`src/arc_pkg.sv`:
```
// Package with constants and types for the auto-reclose settings block
package arc_pkg;
  localparam int unsigned CLK_HZ       = 200_000_000;
  localparam int unsigned SET_TICK_MS  = 10;
  localparam int unsigned TICK_CYCLES  = CLK_HZ / 1000 * SET_TICK_MS;
  localparam int unsigned N_SHOT       = 5;
  localparam int unsigned N_LINE       = 4;
  localparam logic [15:0] DEAD_RST     = 16'h01F4;
  localparam logic [15:0] PULSE_RST    = 16'h0014;
  localparam logic [15:0] ZERO_RST     = 16'h0000;
  localparam logic [9:0]  MAINT_RST    = 10'h3E7;
  localparam logic [1:0]  MODE_NONE    = 2'h0;
  localparam logic [1:0]  MODE_START   = 2'h1;
  localparam logic [1:0]  MODE_BLOCK   = 2'h2;
  localparam logic [7:0]  FAULT_LEAD   = 8'h01;
  localparam logic [9:0]  A_MODE       = 10'h000;
  localparam logic [9:0]  A_DEAD       = 10'h020;
  localparam logic [9:0]  A_SDLY       = 10'h040;
  localparam logic [9:0]  A_DISC       = 10'h080;
  localparam logic [9:0]  A_FTEN       = 10'h0A0;
  localparam logic [9:0]  A_FTDLY      = 10'h0A4;
  localparam logic [9:0]  A_CLOSE      = 10'h0C0;
  localparam logic [9:0]  A_OPEN       = 10'h0C4;
  localparam logic [9:0]  A_STRESS     = 10'h0E0;
  localparam logic [9:0]  A_MAINT      = 10'h100;
  localparam logic [9:0]  A_PRELVL     = 10'h104;
  localparam logic [9:0]  A_STAT       = 10'h108;
  localparam logic [9:0]  A_IRQ_ST     = 10'h10C;
  localparam logic [9:0]  A_IRQ_MSK    = 10'h110;
  localparam logic [9:0]  A_FAULT      = 10'h114;
  localparam logic [9:0]  A_CMD        = 10'h118;
  localparam int unsigned IRQ_W        = 4;
  typedef enum logic [2:0] {
    PS_IDLE = 3'b001,
    PS_RUN  = 3'b010,
    PS_WAIT = 3'b100
  } arc_pulse_e;
endpackage

```
`src/arc_pulse_if.sv`:
```
// Interface carrying one breaker pulse request and its state
`timescale 1ns/1ps
interface arc_pulse_if;
  logic        fire;
  logic [15:0] len;
  logic        active;
  modport ctl (output fire, output len, input active);
  modport gen (input fire, input len, output active);
endinterface

```
`src/arc_pulse.sv`:
```
// Breaker command pulse of a programmable length in 10 ms ticks
`timescale 1ns/1ps
module arc_pulse (
  input  wire logic        clk_i,  // System clock
  input  wire logic        rst_i,  // Synchronous reset
  input  wire logic        ce_i,   // Clock enable
  input  wire logic        tick_i, // 10 ms tick
  arc_pulse_if.gen         pif     // Request and state
);
  import arc_pkg::*;
  arc_pulse_e  st_q, st_d;
  logic [15:0] cnt_q, cnt_d;

  always_comb begin
    st_d  = st_q;
    cnt_d = cnt_q;
    unique case (st_q)
      PS_IDLE: begin
        if (pif.fire) begin
          st_d  = PS_RUN;
          cnt_d = pif.len;
        end
      end
      PS_RUN: begin
        if (tick_i) begin
          if (cnt_q <= 16'h0001) st_d = PS_WAIT;
          else cnt_d = cnt_q - 16'h0001;
        end
      end
      PS_WAIT: begin
        // One idle cycle so back-to-back requests give separate pulses
        st_d = PS_IDLE;
      end
      default: st_d = PS_IDLE;
    endcase
  end

  always_ff @(posedge clk_i) begin
    if (rst_i) begin
      st_q  <= PS_IDLE;
      cnt_q <= 16'h0000;
    end else if (ce_i) begin
      st_q  <= st_d;
      cnt_q <= cnt_d;
    end
  end

  assign pif.active = (st_q == PS_RUN);
endmodule

```
`src/arc_settings.sv`:
```
// Auto-reclose settings store, breaker wear monitor and supervision
//   Contract
// - A permanent supervision fault lights the red alarm indicator.
// - The same fault drives the supervision output relay control.
// - The fault code is a leading 1 plus a code number, never cleared.
// - Each shot holds three 2-bit modes for lines one to three, reset 0.
// - Each shot holds a 2-bit mode for line four, reset 0.
// - Each shot holds a dead time, reset 5 s.
// - Each shot holds a start delay per initiation line, reset 0 s.
// - Each line has a final-trip enable, reset 0.
// - Each line has a final-trip delay, reset 0 s.
// - The close command is a pulse of programmable length, 0.2 s reset.
// - The open command is a pulse of programmable length, 0.2 s reset.
// - Each shot holds a discriminating time, reset 0 s.
// - Manual and per-line opening stress factors are held, reset 0.
// - Maintenance counter resets to 999 and pre-alarm level to 0.
// - Pre-alarm and alarm are shown apart, reset auto or by hand.
`timescale 1ns/1ps
module arc_settings (
  input  wire logic        clk_i,        // 200 MHz clock
  input  wire logic        rst_i,        // Synchronous reset
  input  wire logic        ce_i,         // Clock enable
  input  wire logic [31:0] wb_adr_i,     // Wishbone address
  input  wire logic [31:0] wb_dat_i,     // Wishbone write data
  output logic      [31:0] wb_dat_o,     // Wishbone read data
  input  wire logic [3:0]  wb_sel_i,     // Byte selects
  input  wire logic        wb_we_i,      // Write enable
  input  wire logic        wb_cyc_i,     // Cycle
  input  wire logic        wb_stb_i,     // Strobe
  output logic             wb_ack_o,     // Acknowledge
  input  wire logic        pnl_we_i,     // Front panel write strobe
  input  wire logic [9:0]  pnl_adr_i,    // Front panel address
  input  wire logic [15:0] pnl_dat_i,    // Front panel data
  input  wire logic        fault_i,      // Permanent fault detected
  input  wire logic [7:0]  fault_code_i, // Fault code number
  input  wire logic        close_req_i,  // Request breaker close
  input  wire logic        open_req_i,   // Request breaker open
  input  wire logic [2:0]  open_cause_i, // 0 manual, 1..4 line
  output logic             cb_close_o,   // Breaker close command
  output logic             cb_open_o,    // Breaker open command
  output logic             sv_led_o,     // Red supervision indicator
  output logic             sv_relay_o,   // Supervision output relay
  output logic [15:0]      fault_disp_o, // Lead digit and code
  output logic             prealarm_o,   // Maintenance pre-alarm
  output logic             alarm_o,      // Maintenance alarm
  output logic             irq_o         // Interrupt
);
  import arc_pkg::*;

  // Setting storage, one array per table column
  logic [1:0]  mode_q   [N_SHOT][N_LINE];
  logic [15:0] dead_q   [N_SHOT];
  logic [15:0] sdly_q   [N_SHOT][N_LINE];
  logic [15:0] disc_q   [N_SHOT];
  logic [N_LINE-1:0] ften_q;
  logic [15:0] ftdly_q  [N_LINE];
  logic [15:0] close_q, open_q;
  logic [5:0]  stress_q [N_LINE+1];
  logic [9:0]  maint_q, maint_d;
  logic [9:0]  prelvl_q;
  logic        pre_q, pre_d, alm_q, alm_d;
  logic        flt_q, flt_d;
  logic [7:0]  code_q, code_d;
  logic [IRQ_W-1:0] ist_q, ist_d, imsk_q;
  logic        ack_q, ack_d;
  logic [31:0] rd_q, rd_d;
  // One bit more than it looks: 2,000,000 cycles do not fit in 20 bits
  logic [20:0] tick_cnt_q;
  logic        tick;

  // Common write port fed by panel or bus
  logic        w_en;
  logic [9:0]  w_adr;
  logic [15:0] w_dat;
  logic        bus_req, bus_wr;

  assign bus_req = wb_cyc_i && wb_stb_i && !ack_q;
  assign bus_wr  = bus_req && wb_we_i && wb_sel_i[0];

  always_comb begin
    // Bus wins a same-cycle collision; the panel may retry next cycle
    if (bus_wr) begin
      w_en  = 1'b1;
      w_adr = wb_adr_i[9:0];
      w_dat = wb_sel_i[1] ? wb_dat_i[15:0] : {8'h00, wb_dat_i[7:0]};
    end else begin
      w_en  = pnl_we_i;
      w_adr = pnl_adr_i;
      w_dat = pnl_dat_i;
    end
  end

  always_ff @(posedge clk_i) begin
    if (rst_i) begin
      tick_cnt_q <= 21'h000000;
    end else if (ce_i) begin
      if (tick) tick_cnt_q <= 21'h000000;
      else tick_cnt_q <= tick_cnt_q + 21'h000001;
    end
  end
  assign tick = (tick_cnt_q == 21'(TICK_CYCLES - 1));

  // Per-shot settings
  for (genvar s = 0; s < N_SHOT; s++) begin : g_shot
    always_ff @(posedge clk_i) begin
      if (rst_i) begin
        dead_q[s] <= DEAD_RST;
        disc_q[s] <= ZERO_RST;
      end else if (ce_i && w_en) begin
        if (w_adr == A_DEAD + 10'(4 * s)) dead_q[s] <= w_dat;
        if (w_adr == A_DISC + 10'(4 * s)) disc_q[s] <= w_dat;
      end
    end
    for (genvar l = 0; l < N_LINE; l++) begin : g_line
      always_ff @(posedge clk_i) begin
        if (rst_i) begin
          mode_q[s][l] <= MODE_NONE;
          sdly_q[s][l] <= ZERO_RST;
        end else if (ce_i && w_en) begin
          if (w_adr == A_MODE + 10'(4 * s)) begin
            // Code 3 is not a legal mode and is kept out
            if (w_dat[2*l+:2] != 2'h3) mode_q[s][l] <= w_dat[2*l+:2];
          end
          if (w_adr == A_SDLY + 10'(16 * s + 4 * l))
            sdly_q[s][l] <= w_dat;
        end
      end
    end
  end

  // Per-line final trip settings, manual and per-line stress settings
  for (genvar l = 0; l < N_LINE + 1; l++) begin : g_stress
    always_ff @(posedge clk_i) begin
      if (rst_i) stress_q[l] <= 6'h00;
      else if (ce_i && w_en && w_adr == A_STRESS + 10'(4 * l))
        stress_q[l] <= (w_dat > 16'h0032) ? 6'h32 : w_dat[5:0];
    end
  end
  for (genvar l = 0; l < N_LINE; l++) begin : g_ft
    always_ff @(posedge clk_i) begin
      if (rst_i) ftdly_q[l] <= ZERO_RST;
      else if (ce_i && w_en && w_adr == A_FTDLY + 10'(4 * l))
        ftdly_q[l] <= w_dat;
    end
  end

  always_ff @(posedge clk_i) begin
    if (rst_i) begin
      ften_q   <= '0;
      close_q  <= PULSE_RST;
      open_q   <= PULSE_RST;
      prelvl_q <= 10'h000;
      imsk_q   <= '0;
    end else if (ce_i && w_en) begin
      if (w_adr == A_FTEN) ften_q <= w_dat[N_LINE-1:0];
      if (w_adr == A_CLOSE) close_q <= w_dat;
      if (w_adr == A_OPEN) open_q <= w_dat;
      if (w_adr == A_PRELVL) prelvl_q <= w_dat[9:0];
      if (w_adr == A_IRQ_MSK) imsk_q <= w_dat[IRQ_W-1:0];
    end
  end

  // Breaker command pulses
  arc_pulse_if cls_if ();
  arc_pulse_if opn_if ();
  assign cls_if.fire = close_req_i;
  assign cls_if.len  = close_q;
  assign opn_if.fire = open_req_i;
  assign opn_if.len  = open_q;

  arc_pulse u_close (
    .clk_i  (clk_i),
    .rst_i  (rst_i),
    .ce_i   (ce_i),
    .tick_i (tick),
    .pif    (cls_if)
  );
  arc_pulse u_open (
    .clk_i  (clk_i),
    .rst_i  (rst_i),
    .ce_i   (ce_i),
    .tick_i (tick),
    .pif    (opn_if)
  );
  assign cb_close_o = cls_if.active;
  assign cb_open_o  = opn_if.active;

  // Wear monitor, supervision, interrupts
  logic [5:0] dec;
  logic       open_ev, pre_set, alm_set, ack_pre, ack_alm;
  assign open_ev = open_req_i && !opn_if.active;
  // Causes 5 to 7 do not exist; they wear nothing rather than
  // indexing past the end of the stress table
  always_comb begin
    dec = 6'h00;
    for (int k = 0; k < N_LINE + 1; k++) begin
      if (open_cause_i == 3'(k)) dec = stress_q[k];
    end
  end
  assign ack_pre = w_en && w_adr == A_CMD && w_dat[0];
  assign ack_alm = w_en && w_adr == A_CMD && w_dat[1];

  always_comb begin
    maint_d = maint_q;
    if (w_en && w_adr == A_MAINT) begin
      maint_d = (w_dat > 16'(MAINT_RST)) ? MAINT_RST : w_dat[9:0];
    end else if (open_ev) begin
      maint_d = (maint_q > 10'(dec)) ? maint_q - 10'(dec) : 10'h000;
    end
    pre_set = (maint_d <= prelvl_q) && (maint_q > prelvl_q ||
              (open_ev && maint_d <= prelvl_q));
    alm_set = (maint_d == 10'h000) && open_ev;
    // Auto reset when the counter is refilled above the level; set wins
    pre_d = pre_set || (pre_q && !ack_pre && maint_d <= prelvl_q);
    alm_d = alm_set || (alm_q && !ack_alm && maint_d == 10'h000);
    flt_d  = flt_q || fault_i;
    code_d = (fault_i && !flt_q) ? fault_code_i : code_q;
    ist_d  = ist_q;
    if (w_en && w_adr == A_IRQ_ST) ist_d = ist_q & ~w_dat[IRQ_W-1:0];
    ist_d = ist_d | {fault_i && !flt_q, alm_set, pre_set, open_ev};
    ack_d = bus_req;
    rd_d  = 32'h00000000;
    unique case (wb_adr_i[9:0])
      A_FTEN:    rd_d = {28'h0000000, ften_q};
      A_CLOSE:   rd_d = {16'h0000, close_q};
      A_OPEN:    rd_d = {16'h0000, open_q};
      A_MAINT:   rd_d = {22'h000000, maint_q};
      A_PRELVL:  rd_d = {22'h000000, prelvl_q};
      A_STAT:    rd_d = {26'h0000000, cb_open_o, cb_close_o, flt_q,
                         alm_q, pre_q, tick};
      A_IRQ_ST:  rd_d = {28'h0000000, ist_q};
      A_IRQ_MSK: rd_d = {28'h0000000, imsk_q};
      A_FAULT:   rd_d = {16'h0000, fault_disp_o};
      default: begin
        for (int s = 0; s < N_SHOT; s++) begin
          if (wb_adr_i[9:0] == A_MODE + 10'(4 * s))
            rd_d = {24'h000000, mode_q[s][3], mode_q[s][2],
                    mode_q[s][1], mode_q[s][0]};
          if (wb_adr_i[9:0] == A_DEAD + 10'(4 * s))
            rd_d = {16'h0000, dead_q[s]};
          if (wb_adr_i[9:0] == A_DISC + 10'(4 * s))
            rd_d = {16'h0000, disc_q[s]};
          for (int l = 0; l < N_LINE; l++) begin
            if (wb_adr_i[9:0] == A_SDLY + 10'(16 * s + 4 * l))
              rd_d = {16'h0000, sdly_q[s][l]};
          end
        end
        for (int l = 0; l < N_LINE + 1; l++) begin
          if (wb_adr_i[9:0] == A_STRESS + 10'(4 * l))
            rd_d = {26'h0000000, stress_q[l]};
          if (l < N_LINE && wb_adr_i[9:0] == A_FTDLY + 10'(4 * l))
            rd_d = {16'h0000, ftdly_q[l]};
        end
      end
    endcase
    if (!bus_req || wb_we_i) rd_d = rd_q;
  end

  always_ff @(posedge clk_i) begin
    if (rst_i) begin
      maint_q <= MAINT_RST;
      pre_q   <= 1'b0;
      alm_q   <= 1'b0;
      flt_q   <= 1'b0;
      code_q  <= 8'h00;
      ist_q   <= '0;
      ack_q   <= 1'b0;
      rd_q    <= 32'h00000000;
    end else if (ce_i) begin
      maint_q <= maint_d;
      pre_q   <= pre_d;
      alm_q   <= alm_d;
      flt_q   <= flt_d;
      code_q  <= code_d;
      ist_q   <= ist_d;
      ack_q   <= ack_d;
      rd_q    <= rd_d;
    end
  end

  assign sv_led_o     = flt_q;
  assign sv_relay_o   = flt_q;
  // Only power-on reset clears it; no command path reaches code_q
  assign fault_disp_o = flt_q ? {FAULT_LEAD, code_q} : 16'h0000;
  assign prealarm_o   = pre_q;
  assign alarm_o      = alm_q;
  assign irq_o        = |(ist_q & imsk_q);
  assign wb_ack_o     = ack_q;
  assign wb_dat_o     = rd_q;
endmodule

```
`config.mk`:
```
export PLATFORM = sky130hd
export DESIGN_NAME = arc_settings
export DESIGN_NICKNAME = d
export VERILOG_FILES = /design/src/arc_pkg.sv /design/src/arc_pulse_if.sv /design/src/arc_pulse.sv /design/src/arc_settings.sv
export SDC_FILE = /design/constraint.sdc
export NUM_CORES = 1
export LEC_CHECK = 0
export BUFFER_PORTS_ARGS = -buffer_cell sky130_fd_sc_hd__buf_2
export CAP_MARGIN = 20
export CORE_ASPECT_RATIO = 1.25
export CORE_MARGIN = 2
export CORE_UTILIZATION = 59
export CTS_CLUSTER_SIZE = 16
export DETAILED_ROUTE_END_ITERATION = 8
export PLACE_DENSITY = 0.77
export SLEW_MARGIN = 40
export SYNTH_ARGS = -nofsm -noshare
export SYNTH_HDL_FRONTEND = slang
export SYNTH_SLANG_ARGS = --single-unit
export TNS_END_PERCENT = 10
```
`constraint.sdc`:
```
create_clock -name clk_i -period 9.4 [get_ports clk_i]
set_input_delay 0.94 -clock clk_i [delete_from_list [all_inputs] [get_ports clk_i]]
set_output_delay 0.94 -clock clk_i [all_outputs]
set_load 0.01 [all_outputs]
```
=== After elaboration in Yosys (flattened, before gate mapping) ===
Memories as Yosys holds them, arrays and structs flattened.
Cells that the tools add are included.

* Output and inout bits: 56
* Flip-flop bits (word level): 167
* RAM bits: 614
* Memories: 6

* Bitwise operators: 64
* Reductions and logical operators: 57
* Order comparisons: 7
* Equal/unequal tests: 116
* $add $sub $neg: 4
* Mux-type cells: 350

{| class="wikitable"
|+ Memory list
! memory !! words !! width !! rd ports !! clocked after Yosys merged registers in !! write ports !! RTL line !! text
|-
| sdly_q || 5 || 64 || 5 || 0 || 5 || arc_settings.sv:53 || <nowiki>logic [15:0] sdly_q [N_SHOT][N_LINE];</nowiki>
|-
| dead_q || 5 || 16 || 5 || 0 || 5 || arc_settings.sv:52 || <nowiki>logic [15:0] dead_q [N_SHOT];</nowiki>
|-
| disc_q || 5 || 16 || 1 || 0 || 5 || arc_settings.sv:54 || <nowiki>logic [15:0] disc_q [N_SHOT];</nowiki>
|-
| ftdly_q || 4 || 16 || 4 || 0 || 4 || arc_settings.sv:56 || <nowiki>logic [15:0] ftdly_q [N_LINE];</nowiki>
|-
| mode_q || 5 || 8 || 5 || 0 || 5 || arc_settings.sv:51 || <nowiki>logic [1:0] mode_q [N_SHOT][N_LINE];</nowiki>
|-
| stress_q || 5 || 6 || 5 || 0 || 5 || arc_settings.sv:58 || <nowiki>logic [5:0] stress_q [N_LINE+1];</nowiki>
|}

{| class="wikitable"
|+ Operator list
! operator !! count
|-
| two-way mux 32 bit || 39
|-
| two-way mux 16 bit || 42
|-
| equality test 10 x 8 -> 1 bit, second input constant || 34
|-
| equality test 10 x 7 -> 1 bit, second input constant || 32
|-
| one-hot mux 32 bit (9 select lines) || 1
|-
| two-way mux 1 bit || 218
|-
| equality test 10 x 9 -> 1 bit, second input constant || 11
|-
| equality test 10 x 6 -> 1 bit, second input constant || 10
|-
| two-way mux 6 bit || 11
|-
| one-hot mux 16 bit (2 select lines) || 2
|-
| OR 1 bit || 59
|-
| two-way mux 10 bit || 5
|-
| equality test 10 x 4 -> 1 bit, second input constant || 4
|-
| two-way mux 2 bit || 20
|-
| <= comparator 16 x 1 -> 1 bit, second input constant || 2
|-
| subtractor 16 x 1 -> 16 bit, second input constant || 2
|-
| zero test 10 bit || 3
|-
| logical AND 1 bit || 28
|-
| adder 21 x 1 -> 21 bit, second input constant || 1
|-
| equality test 21 bit, second input constant || 1
|-
| two-way mux 21 bit || 1
|-
| equality test 10 x 3 -> 1 bit, second input constant || 2
|-
| equality test 10 x 5 -> 1 bit, second input constant || 2
|-
| inequality test 2 bit, second input constant || 10
|-
| 27 further kinds || 58
|}

=== Logic depth before layout (Yosys ltp) ===
Gate-level depths: netlist of run 1.

* Depth after elaboration: 42
* Mapped depth: 22
* Mapped depth without buffers: 21

=== Cells and area by module ===
A second synthesis of run 1 with hierarchy kept.

* Cell total of the unflattened synthesis: 3,494
* Area, all modules: 35,182.5 sq um

{| class="wikitable"
|+ Modules (own cells, without submodules)
! module !! cells an instance !! area each (sq um) !! times used !! sequential area each (sq um)
|-
| arc_settings || 3,158 || 32,627.5 || 1 || 18,778.0
|-
| arc_pulse (u_close) || 167 || 1,282.5 || 1 || 380.4
|-
| arc_pulse (u_open) || 169 || 1,272.5 || 1 || 380.4
|}

=== Worst setup path after synthesis of run 1 ===
Ideal clock, no wire load.

* Kind: input to register
* Start: input open_cause_i[1]
* End: register pre_q (netlist: prealarm_o)
* Slack: 4.305 ns
* Buffers on the path: 1
* Data arrival time: 5.016 ns
* Library setup time: 0.079 ns
* Stages: 21
* Cell sequence: clkbuf_1 > nor2b_1 > a22oi_1 > o22ai_1 > ha_1 > inv_1 > fa_1 > a211o_1 > a211o_1 > a211oi_1 > nor2_1 > o22ai_1 > ha_1 > nor2b_1 > o21a_1 > o21a_1 > o21ai_0 > a211oi_1 > a2111oi_0 > o21ai_0 > o211ai_1

* Cells in the longest elaborated chain, start to end: 15
* Elaborated cells on any way between the ends: 21
* Those cells by class: add/sub: 1; order compare: 2; eq/ne: 4; mux: 8; reduce/logical: 6

{| class="wikitable"
|+ Ends and longest elaborated chain
! item !! RTL line !! text
|-
| from (decl) || arc_settings.sv:38 || <nowiki>input wire logic [2:0] open_cause_i,</nowiki>
|-
| zero test 3 bit || arc_settings.sv:197 || <nowiki>if (open_cause_i == 3'(k)) dec = stress_q[k];</nowiki>
|-
| two-way mux 6 bit (4 in a row) || arc_settings.sv:197 ||
|-
| two-way mux 6 bit * || arc_settings.sv:197 ||
|-
| subtractor 10 x 6 -> 10 bit or greater-than comparator 10 x 6 -> 1 bit (tied branches) || arc_settings.sv:208 || <nowiki>maint_d = (maint_q > 10'(dec)) ? maint_q - 10'(dec) : 10'h000;</nowiki>
|-
| two-way mux 10 bit * || arc_settings.sv:208 ||
|-
| two-way mux 10 bit * || arc_settings.sv:207 || <nowiki>end else if (open_ev) begin</nowiki>
|-
| two-way mux 10 bit * || arc_settings.sv:205 || <nowiki>if (w_en && w_adr == A_MAINT) begin</nowiki>
|-
| <= comparator 10 bit * || arc_settings.sv:210, arc_settings.sv:211, arc_settings.sv:214 ||
|-
| logical AND 1 bit || arc_settings.sv:211 || <nowiki>(open_ev && maint_d <= prelvl_q));</nowiki>
|-
| logical OR 1 bit || arc_settings.sv:210 || <nowiki>pre_set = (maint_d <= prelvl_q) && (maint_q > prelvl_q ||</nowiki>
|-
| logical AND 1 bit || arc_settings.sv:210 ||
|-
| logical OR 1 bit * || arc_settings.sv:214 || <nowiki>pre_d = pre_set || (pre_q && !ack_pre && maint_d <= prelvl_q);</nowiki>
|-
| to (signal assigned) || arc_settings.sv:271 || <nowiki>pre_q <= pre_d;</nowiki>
|-
| to (decl) || arc_settings.sv:61 || <nowiki>logic pre_q, pre_d, alm_q, alm_d;</nowiki>
|}

Every way passes the cells marked *; elsewhere a longest branch is shown, timed or not.
A chain may end at the register's enable or synchronous reset.

=== Worst setup path in the final report of run 1 ===
Ends and elaborated chain as after synthesis.

==> metrics.csv, run 1 <==
metric,value,unit
all-layer global routing usage,43.2,%
post-synth top area cell,edfxtp_1,
Peak Freq,0.184,GHz
min Tclk post-route,5.45,ns
Pleak,13.4,nW
Initial Util,59.7,%
synthesized area,0.0348,sq mm
RSZ-0062 raised after global routing,false,
DR DRC count,0,
I/O Buffers,107,
Routed Antenna Nets,0,
R2R depth,21,
average wire per standard cell,31.1,um
ys flop type,edfxtp_1,
fillers,4656,
status,finished clean,
Peak VDD IR,0.000211,V
Yosys warning total,0,
crit-path max cell delay,0.60,ns
critical path class,input pin to flop,
Tot Pwr,7.04,mW
Final Max Tran Viols,0,
Top delay family on crit path,compound AO/OA/AOI/OAI gates,
"Seq/Total Area, Yosys",56.1,%
worst hold endpoint,ften_q[2],
height of the die,276,um
"Remaining Overflow, GRT",0,
H-tree lvl count,3,
worst r2r src,stress_q[0][0],
width of the die,221,um
"Distinct cells, synth",102,
Area Growth Syn to Fin,10.2,%
post_cts resized,0,
worst reg2reg path endpoint,prealarm_o,
Startpoint Class,input pin,
initial antenna violation count,6,
endpoints failing hold,0,
core box area,0.0583,sq mm
R2R Setup Slk,4.34,ns
dominant cells by area after synthesis,"edfxtp_1, dfxtp_1, nor2_1",
source of the worst hold timing path,ften_q[2],
WP buf/inv,2,
WHS Path Cells,2,
Mapped Cells,3509,
pin count of the biggest net entering global routing,69,
critical path cell sequence,buf_2 > nor2b_1 > a22oi_1 > o22ai_1 > ha_1 > inv_1 > fa_1 > a211o_1 > a211o_1 > a211oi_1 > nor2_1 > o22ai_1 > ha_1 > nor2b_1 > o21a_1 > o21a_1 > o21ai_0 > a211oi_1 > a2111oi_0 > o21ai_0 > o211ai_1,
row count,99,
final WL,134,mm
"Slowest-stage cell, CP",a211oi_1,
relative slew slack,32.9,%
clk_skew,0.0295,ns
# hold bufs at CTS,0,
CTS tree,done,
DRT iter0 DRCs,4768,
final worst path period share,58.0,%
clk buf depth,3,
total CTS buffers,73,
vias,30553,
GPL Wtd Cong,1.03,
Vias/cell,7.07,
# nets final,3652,
top cell type's share of synthesized area,47.4,%
io pins,171,
Multi-input gate area,0.0142,sq mm
Hold Path Class,flop to flop,
final hold slack,0.465,ns
crit path max fanout,9,
global-route wire length before repair,193,mm
PwrDens,184,mW/mm^2
"flops & latches, synth",701,
mean post-synth cell area,9.93,sq um
clock-pin transition on the worst setup and hold timing paths,0.06,ns
DIE AREA,0.0610,sq mm
Finished Cell Area,0.0384,sq mm
setup violators final,0,
Final HPWL DP,90.8,mm
CP arrival,5.99,ns
CTS Sinks,701,
Slew @ Worst Pin,1.00,ns
setup repair bufs after CTS,0,
asr flop ratio synth,0,%
CP endpoint kind,flop,
Final TNS setup,0,ns
first-pass detailed-route iteration total,6,
Post-synth EDFFs,550,
ratio of cells with drive above 1 in the final layout,11.8,%
flip-flop and latch area,0.0195,sq mm
number of max-cap violations,0,
Area after DPL,0.0360,sq mm
number of global-route vias before repair,28908,
clk_lat worst skew,0.64,ns
clk root buf,clkbuf_16,
worst endpoint required time,9.95,ns
final cells by class:
type | count | share of cell area [%]
Clock inverter | 38 | 0.972
Inverter | 36 | 0.352
Multi-Input combinational cell | 2505 | 37.1
Timing Repair Buffer | 188 | 2.99
Clock buffer | 96 | 5.19
Antenna cell | 1 | 0.00652
Tap cell | 757 | 2.47
Sequential cell | 701 | 50.9
registers in the layout (all words and copies together) (netlist names):
register / cells
disc_q: 16
ften_q: 4
stress_q: 30
sdly_q: 320
dead_q: 80
wb_dat_o: 16
open_q: 16
code_q: 8
prealarm_o: 1
close_q: 16
u_close.st_q: 3
u_open.st_q: 3
ist_q: 4
mode_q: 40
u_close.cnt_q: 16
prelvl_q: 10
ftdly_q: 64
wb_ack_o: 1
imsk_q: 4
maint_q: 10
tick_cnt_q: 21
alarm_o: 1
u_open.cnt_q: 16
sv_led_o: 1
where the power goes:
group          switching [mW]  internal (mW)  leakage (nW)  total, mW
logic                   0.429          0.144          5.75      0.573
registers              0.0756           3.47          6.48       3.55
clock network            1.28           1.64          1.16       2.92
total                    1.78           5.26          13.4       7.04
worst reg2reg max path, cell delays in order, from the launching register on:
cell and delay (ns):
edfxtp_1 0.45, mux2i_1 0.12, nor2_1 0.10, a21oi_1 0.05, o22ai_1 0.25, ha_1 0.24, inv_1 0.06, fa_1 0.44
a211o_1 0.36, a211o_1 0.29, a211oi_1 0.60, nor2_1 0.14, o22ai_1 0.20, ha_1 0.19, nor2b_1 0.05, o21a_1 0.16
o21a_1 0.15, o21ai_0 0.15, a211oi_1 0.09, a2111oi_0 0.47, o21ai_0 0.22, o211ai_1 0.19
cells by family (layout without fill, tap and decap cells):
group | after synthesis | after routing | synth area share, %
flops | 701 | 701 | 56.1
other cells | 1 | 24 | 0.0108
buf+inv | 325 | 358 | 4.25
fa+ha+maj | 32 | 32 | 1.17
xor+xnor | 21 | 21 | 0.528
mux | 51 | 51 | 1.52
simple gates | 1526 | 1526 | 19.9
compound gates | 852 | 852 | 16.6
worst max-delay path by stage:
stage | startpoint | end | slack (ns) | cells past startpoint
floorplan | open_cause_i[1] | prealarm_o | 4.31 | 21
global placement | open_cause_i[0] | prealarm_o | 3.34 | 21
CTS | open_cause_i[1] | prealarm_o | 4.04 | 21
global route | open_cause_i[1] | prealarm_o | 3.54 | 21
finish | open_cause_i[1] | prealarm_o | 3.95 | 21
detailed placement | open_cause_i[1] | prealarm_o | 3.43 | 21
synthesized netlist by cell type, types with 14 or more instances:
master    count
o21ai_1      23
a21o_1       23
dfxtp_1     151
and3_1       33
a221oi_1     42
buf_4        31
buf_2        76
nand2_1     343
a21oi_1     179
ha_1         31
or3_1        20
nor2b_1      21
o221ai_1     25
inv_1        34
mux2i_1      39
o211ai_1     22
xor2_1       14
a222oi_1     18
nor4_1       20
nor2_1      764
nand4_1      28
edfxtp_1    550
nor3_1       52
nand3_1     107
clkbuf_1    169
and2_1       23
a211oi_1     61
a22oi_1      80
nand2b_1     16
o21ai_0     154
a22o_1       21
a31oi_1      21
o22ai_1      55
metrics by stage:
step / utilization [%] / worst slack [ns] / instances
final: 65.8 / 3.95 / 4322
after global routing: 65.8 / 3.54 / 4321
after CTS: 65.7 / 4.04 / 4321
after detailed placement: 61.6 / 3.43 / 4187
after global placement: 61.5 / 3.34 / 4187
after floorplan: - / 4.31 / 3531
routing by layer:
metal  track usage (%)  vias to the layer above  wire length (um)
li1                  -                    12876                 -
met1              51.5                    14641             44300
met2              68.9                     2494             61200
met3              10.2                      540             17100
met4              31.9                        2             11600
met5                 0                        -                13
cells in the final DEF, fill, tap and decap left out, types with 21 or more instances in the layout:
cell type	n
a211oi_1	60
a21o_1	23
a21oi_1	173
a221oi_1	42
a22o_1	21
a22oi_1	80
a31oi_1	21
and2_1	23
and3_1	33
buf_2	106
buf_4	82
clkbuf_16	75
conb_1	23
dfxtp_1	151
edfxtp_1	550
ha_1	31
inv_1	32
mux2i_1	30
nand2_1	330
nand3_1	107
nand4_1	28
nor2_1	762
nor3_1	46
o211ai_1	22
o21ai_0	149
o21ai_1	28
o221ai_1	25
o22ai_1	55
(Power assumes the default switching activity.)
==> run 2: changes to the inputs <==
==> constraint.sdc (replaced) <==
create_clock -name clk_i -period 5.6 [get_ports clk_i]
set_input_delay 0.56 -clock clk_i [delete_from_list [all_inputs] [get_ports clk_i]]
set_output_delay 0.56 -clock clk_i [all_outputs]
set_load 0.01 [all_outputs]
==> run 2 against run 1 <==
Routed wire length increased by 2.7%. First-iteration DRC count increased by 4.3%. Critical path depth increased by 1. Combinational power increased by 71%. Die area unchanged. Setup slack got worse by 3.2 ns. Sequential power increased by 68%.
==> metrics.csv, run 2 (same netlist as run 1, synthesis figures left out) <==
metric,value,unit
status,finished clean,
Hold Path Class,input pin to flop,
relative slew slack,37.2,%
"most common cell after layout, fill and taps aside",nor2_1,
top flop regs,"sdly_q: 320 flops, dead_q: 80 flops, ftdly_q: 64 flops",
fillers,4526,
ratio of cells with drive above 1 in the final layout,13.1,%
final worst path period share,85.9,%
Slew @ Worst Pin,0.937,ns
max reg flops,320,
setup violators final,0,
"commonest cells after routing, fill and taps aside","nor2_1, edfxtp_1, nand2_1, a21oi_1, dfxtp_1",
number of max-cap violations,0,
width of the die,221,um
Startpoint Class,flop,
largest register by flop count,sdly_q,
clock-pin transition on the worst setup and hold timing paths,0.06,ns
final hold slack,0.173,ns
clk root buf,clkbuf_16,
row count,99,
number of global-route vias before repair,29231,
# nets final,3709,
total CTS buffers,71,
CTS tree,done,
Top delay family on crit path,compound AO/OA/AOI/OAI gates,
Area Growth Syn to Fin,11.7,%
GPL Wtd Cong,1.00,
all-layer global routing usage,44.2,%
clk_lat worst skew,0.64,ns
CP endpoint kind,flop,
average wire per standard cell,31.5,um
endpoints failing hold,0,
CP arrival,5.35,ns
"Slowest-stage cell, CP",edfxtp_1,
post_cts resized,0,
Final Max Tran Viols,0,
Peak Freq,0.208,GHz
WP buf/inv,2,
PwrDens,309,mW/mm^2
final WL,138,mm
setup repair bufs after CTS,0,
min Tclk post-route,4.81,ns
RSZ-0062 raised after global routing,false,
final core occ,66.7,%
R2R Setup Slk,0.79,ns
critical path class,flop to flop,
initial antenna violation count,5,
first-pass detailed-route iteration total,7,
Peak VDD IR,0.000340,V
Final HPWL DP,95.4,mm
worst endpoint required time,6.14,ns
DR DRC count,0,
Vias/cell,7.07,
CTS Sinks,701,
H-tree lvl count,3,
crit path max fanout,3,
critical path cell sequence,mux2i_1 > nor2_1 > a21oi_1 > o22ai_1 > ha_1 > inv_1 > fa_1 > a211o_1 > a211o_1 > a211oi_1 > nor2_1 > o22ai_1 > ha_1 > nor2b_1 > o21a_1 > o21a_1 > o21ai_0 > a211oi_1 > a2111oi_0 > buf_4 > o21ai_0 > o211ai_1,
height of the die,276,um
pin count of the biggest net entering global routing,69,
Initial Util,59.7,%
global-route wire length before repair,196,mm
vias,30979,
clk buf depth,3,
DRT iter0 DRCs,4971,
crit-path max cell delay,0.41,ns
io pins,171,
I/O Buffers,107,
# hold bufs at CTS,0,
Pleak,13.7,nW
Final TNS setup,0,ns
DIE AREA,0.0610,sq mm
clk_skew,0.0198,ns
Routed Antenna Nets,0,
core box area,0.0583,sq mm
"Remaining Overflow, GRT",0,
[run 2: routing by layer]
layer  wire, um  global-route usage, %  vias up
met5         67                 0.0768        -
met4      12200                   33.9       10
met3      18200                   10.9      567
met2      62100                   69.5     2706
met1      45400                   52.8    14712
li1           -                      -    12984
[run 2: layout make-up]
| class | instances | area [sq um] | share of cell area, % |
|---|---|---|---|
| Multi-Input combinational cell | 2505 | 14200 | 36.5 |
| Clock buffer | 96 | 2010 | 5.18 |
| Clock inverter | 35 | 442 | 1.14 |
| Timing Repair Buffer | 247 | 1610 | 4.13 |
| Sequential cell | 701 | 19500 | 50.2 |
| Tap cell | 757 | 947 | 2.44 |
| Inverter | 36 | 135 | 0.347 |
| Antenna cell | 3 | 7.51 | 0.0193 |
[run 2: report_power, final]
part	switching [mW]	internal [mW]	total, mW	leakage [nW]
sequential	0.128	5.83	5.96	6.48
combinational	0.729	0.253	0.982	6.03
clock	2.15	2.93	5.08	1.20
total	3.01	9.01	12.0	13.7
[run 2: final timing paths]
path,start,end,cells past startpoint
worst min-delay path,fault_code_i[5],code_q[5],3
worst min register to register,u_open.cnt_q[10],u_open.cnt_q[10],2
worst max register to register,stress_q[0][0],prealarm_o,22
worst max-delay path,stress_q[0][0],prealarm_o,22
[run 2: metrics by stage]
step / power (mW) / std cells / cell area, sq um / worst slack, ns
after floorplan: 6.57 / 3531 / 34900 / 0.885
after global placement: 6.97 / 4244 / 36300 / 0.515
after detailed placement: 7.00 / 4245 / 36400 / 0.527
after CTS: 11.9 / 4376 / 38800 / 0.936
after global routing: 12.2 / 4377 / 38900 / 0.388
final: 12.0 / 4380 / 38900 / 0.789
[run 2: worst reg2reg max path: stages (launching register included)]
cell and delay, ns:
edfxtp_1 0.41, mux2i_1 0.09, nor2_1 0.09, a21oi_1 0.07
o22ai_1 0.35, ha_1 0.26, inv_1 0.07, fa_1 0.41
a211o_1 0.35, a211o_1 0.29, a211oi_1 0.36, nor2_1 0.11
o22ai_1 0.22, ha_1 0.20, nor2b_1 0.04, o21a_1 0.16
o21a_1 0.16, o21ai_0 0.19, a211oi_1 0.10, a2111oi_0 0.33
buf_4 0.19, o21ai_0 0.11, o211ai_1 0.17
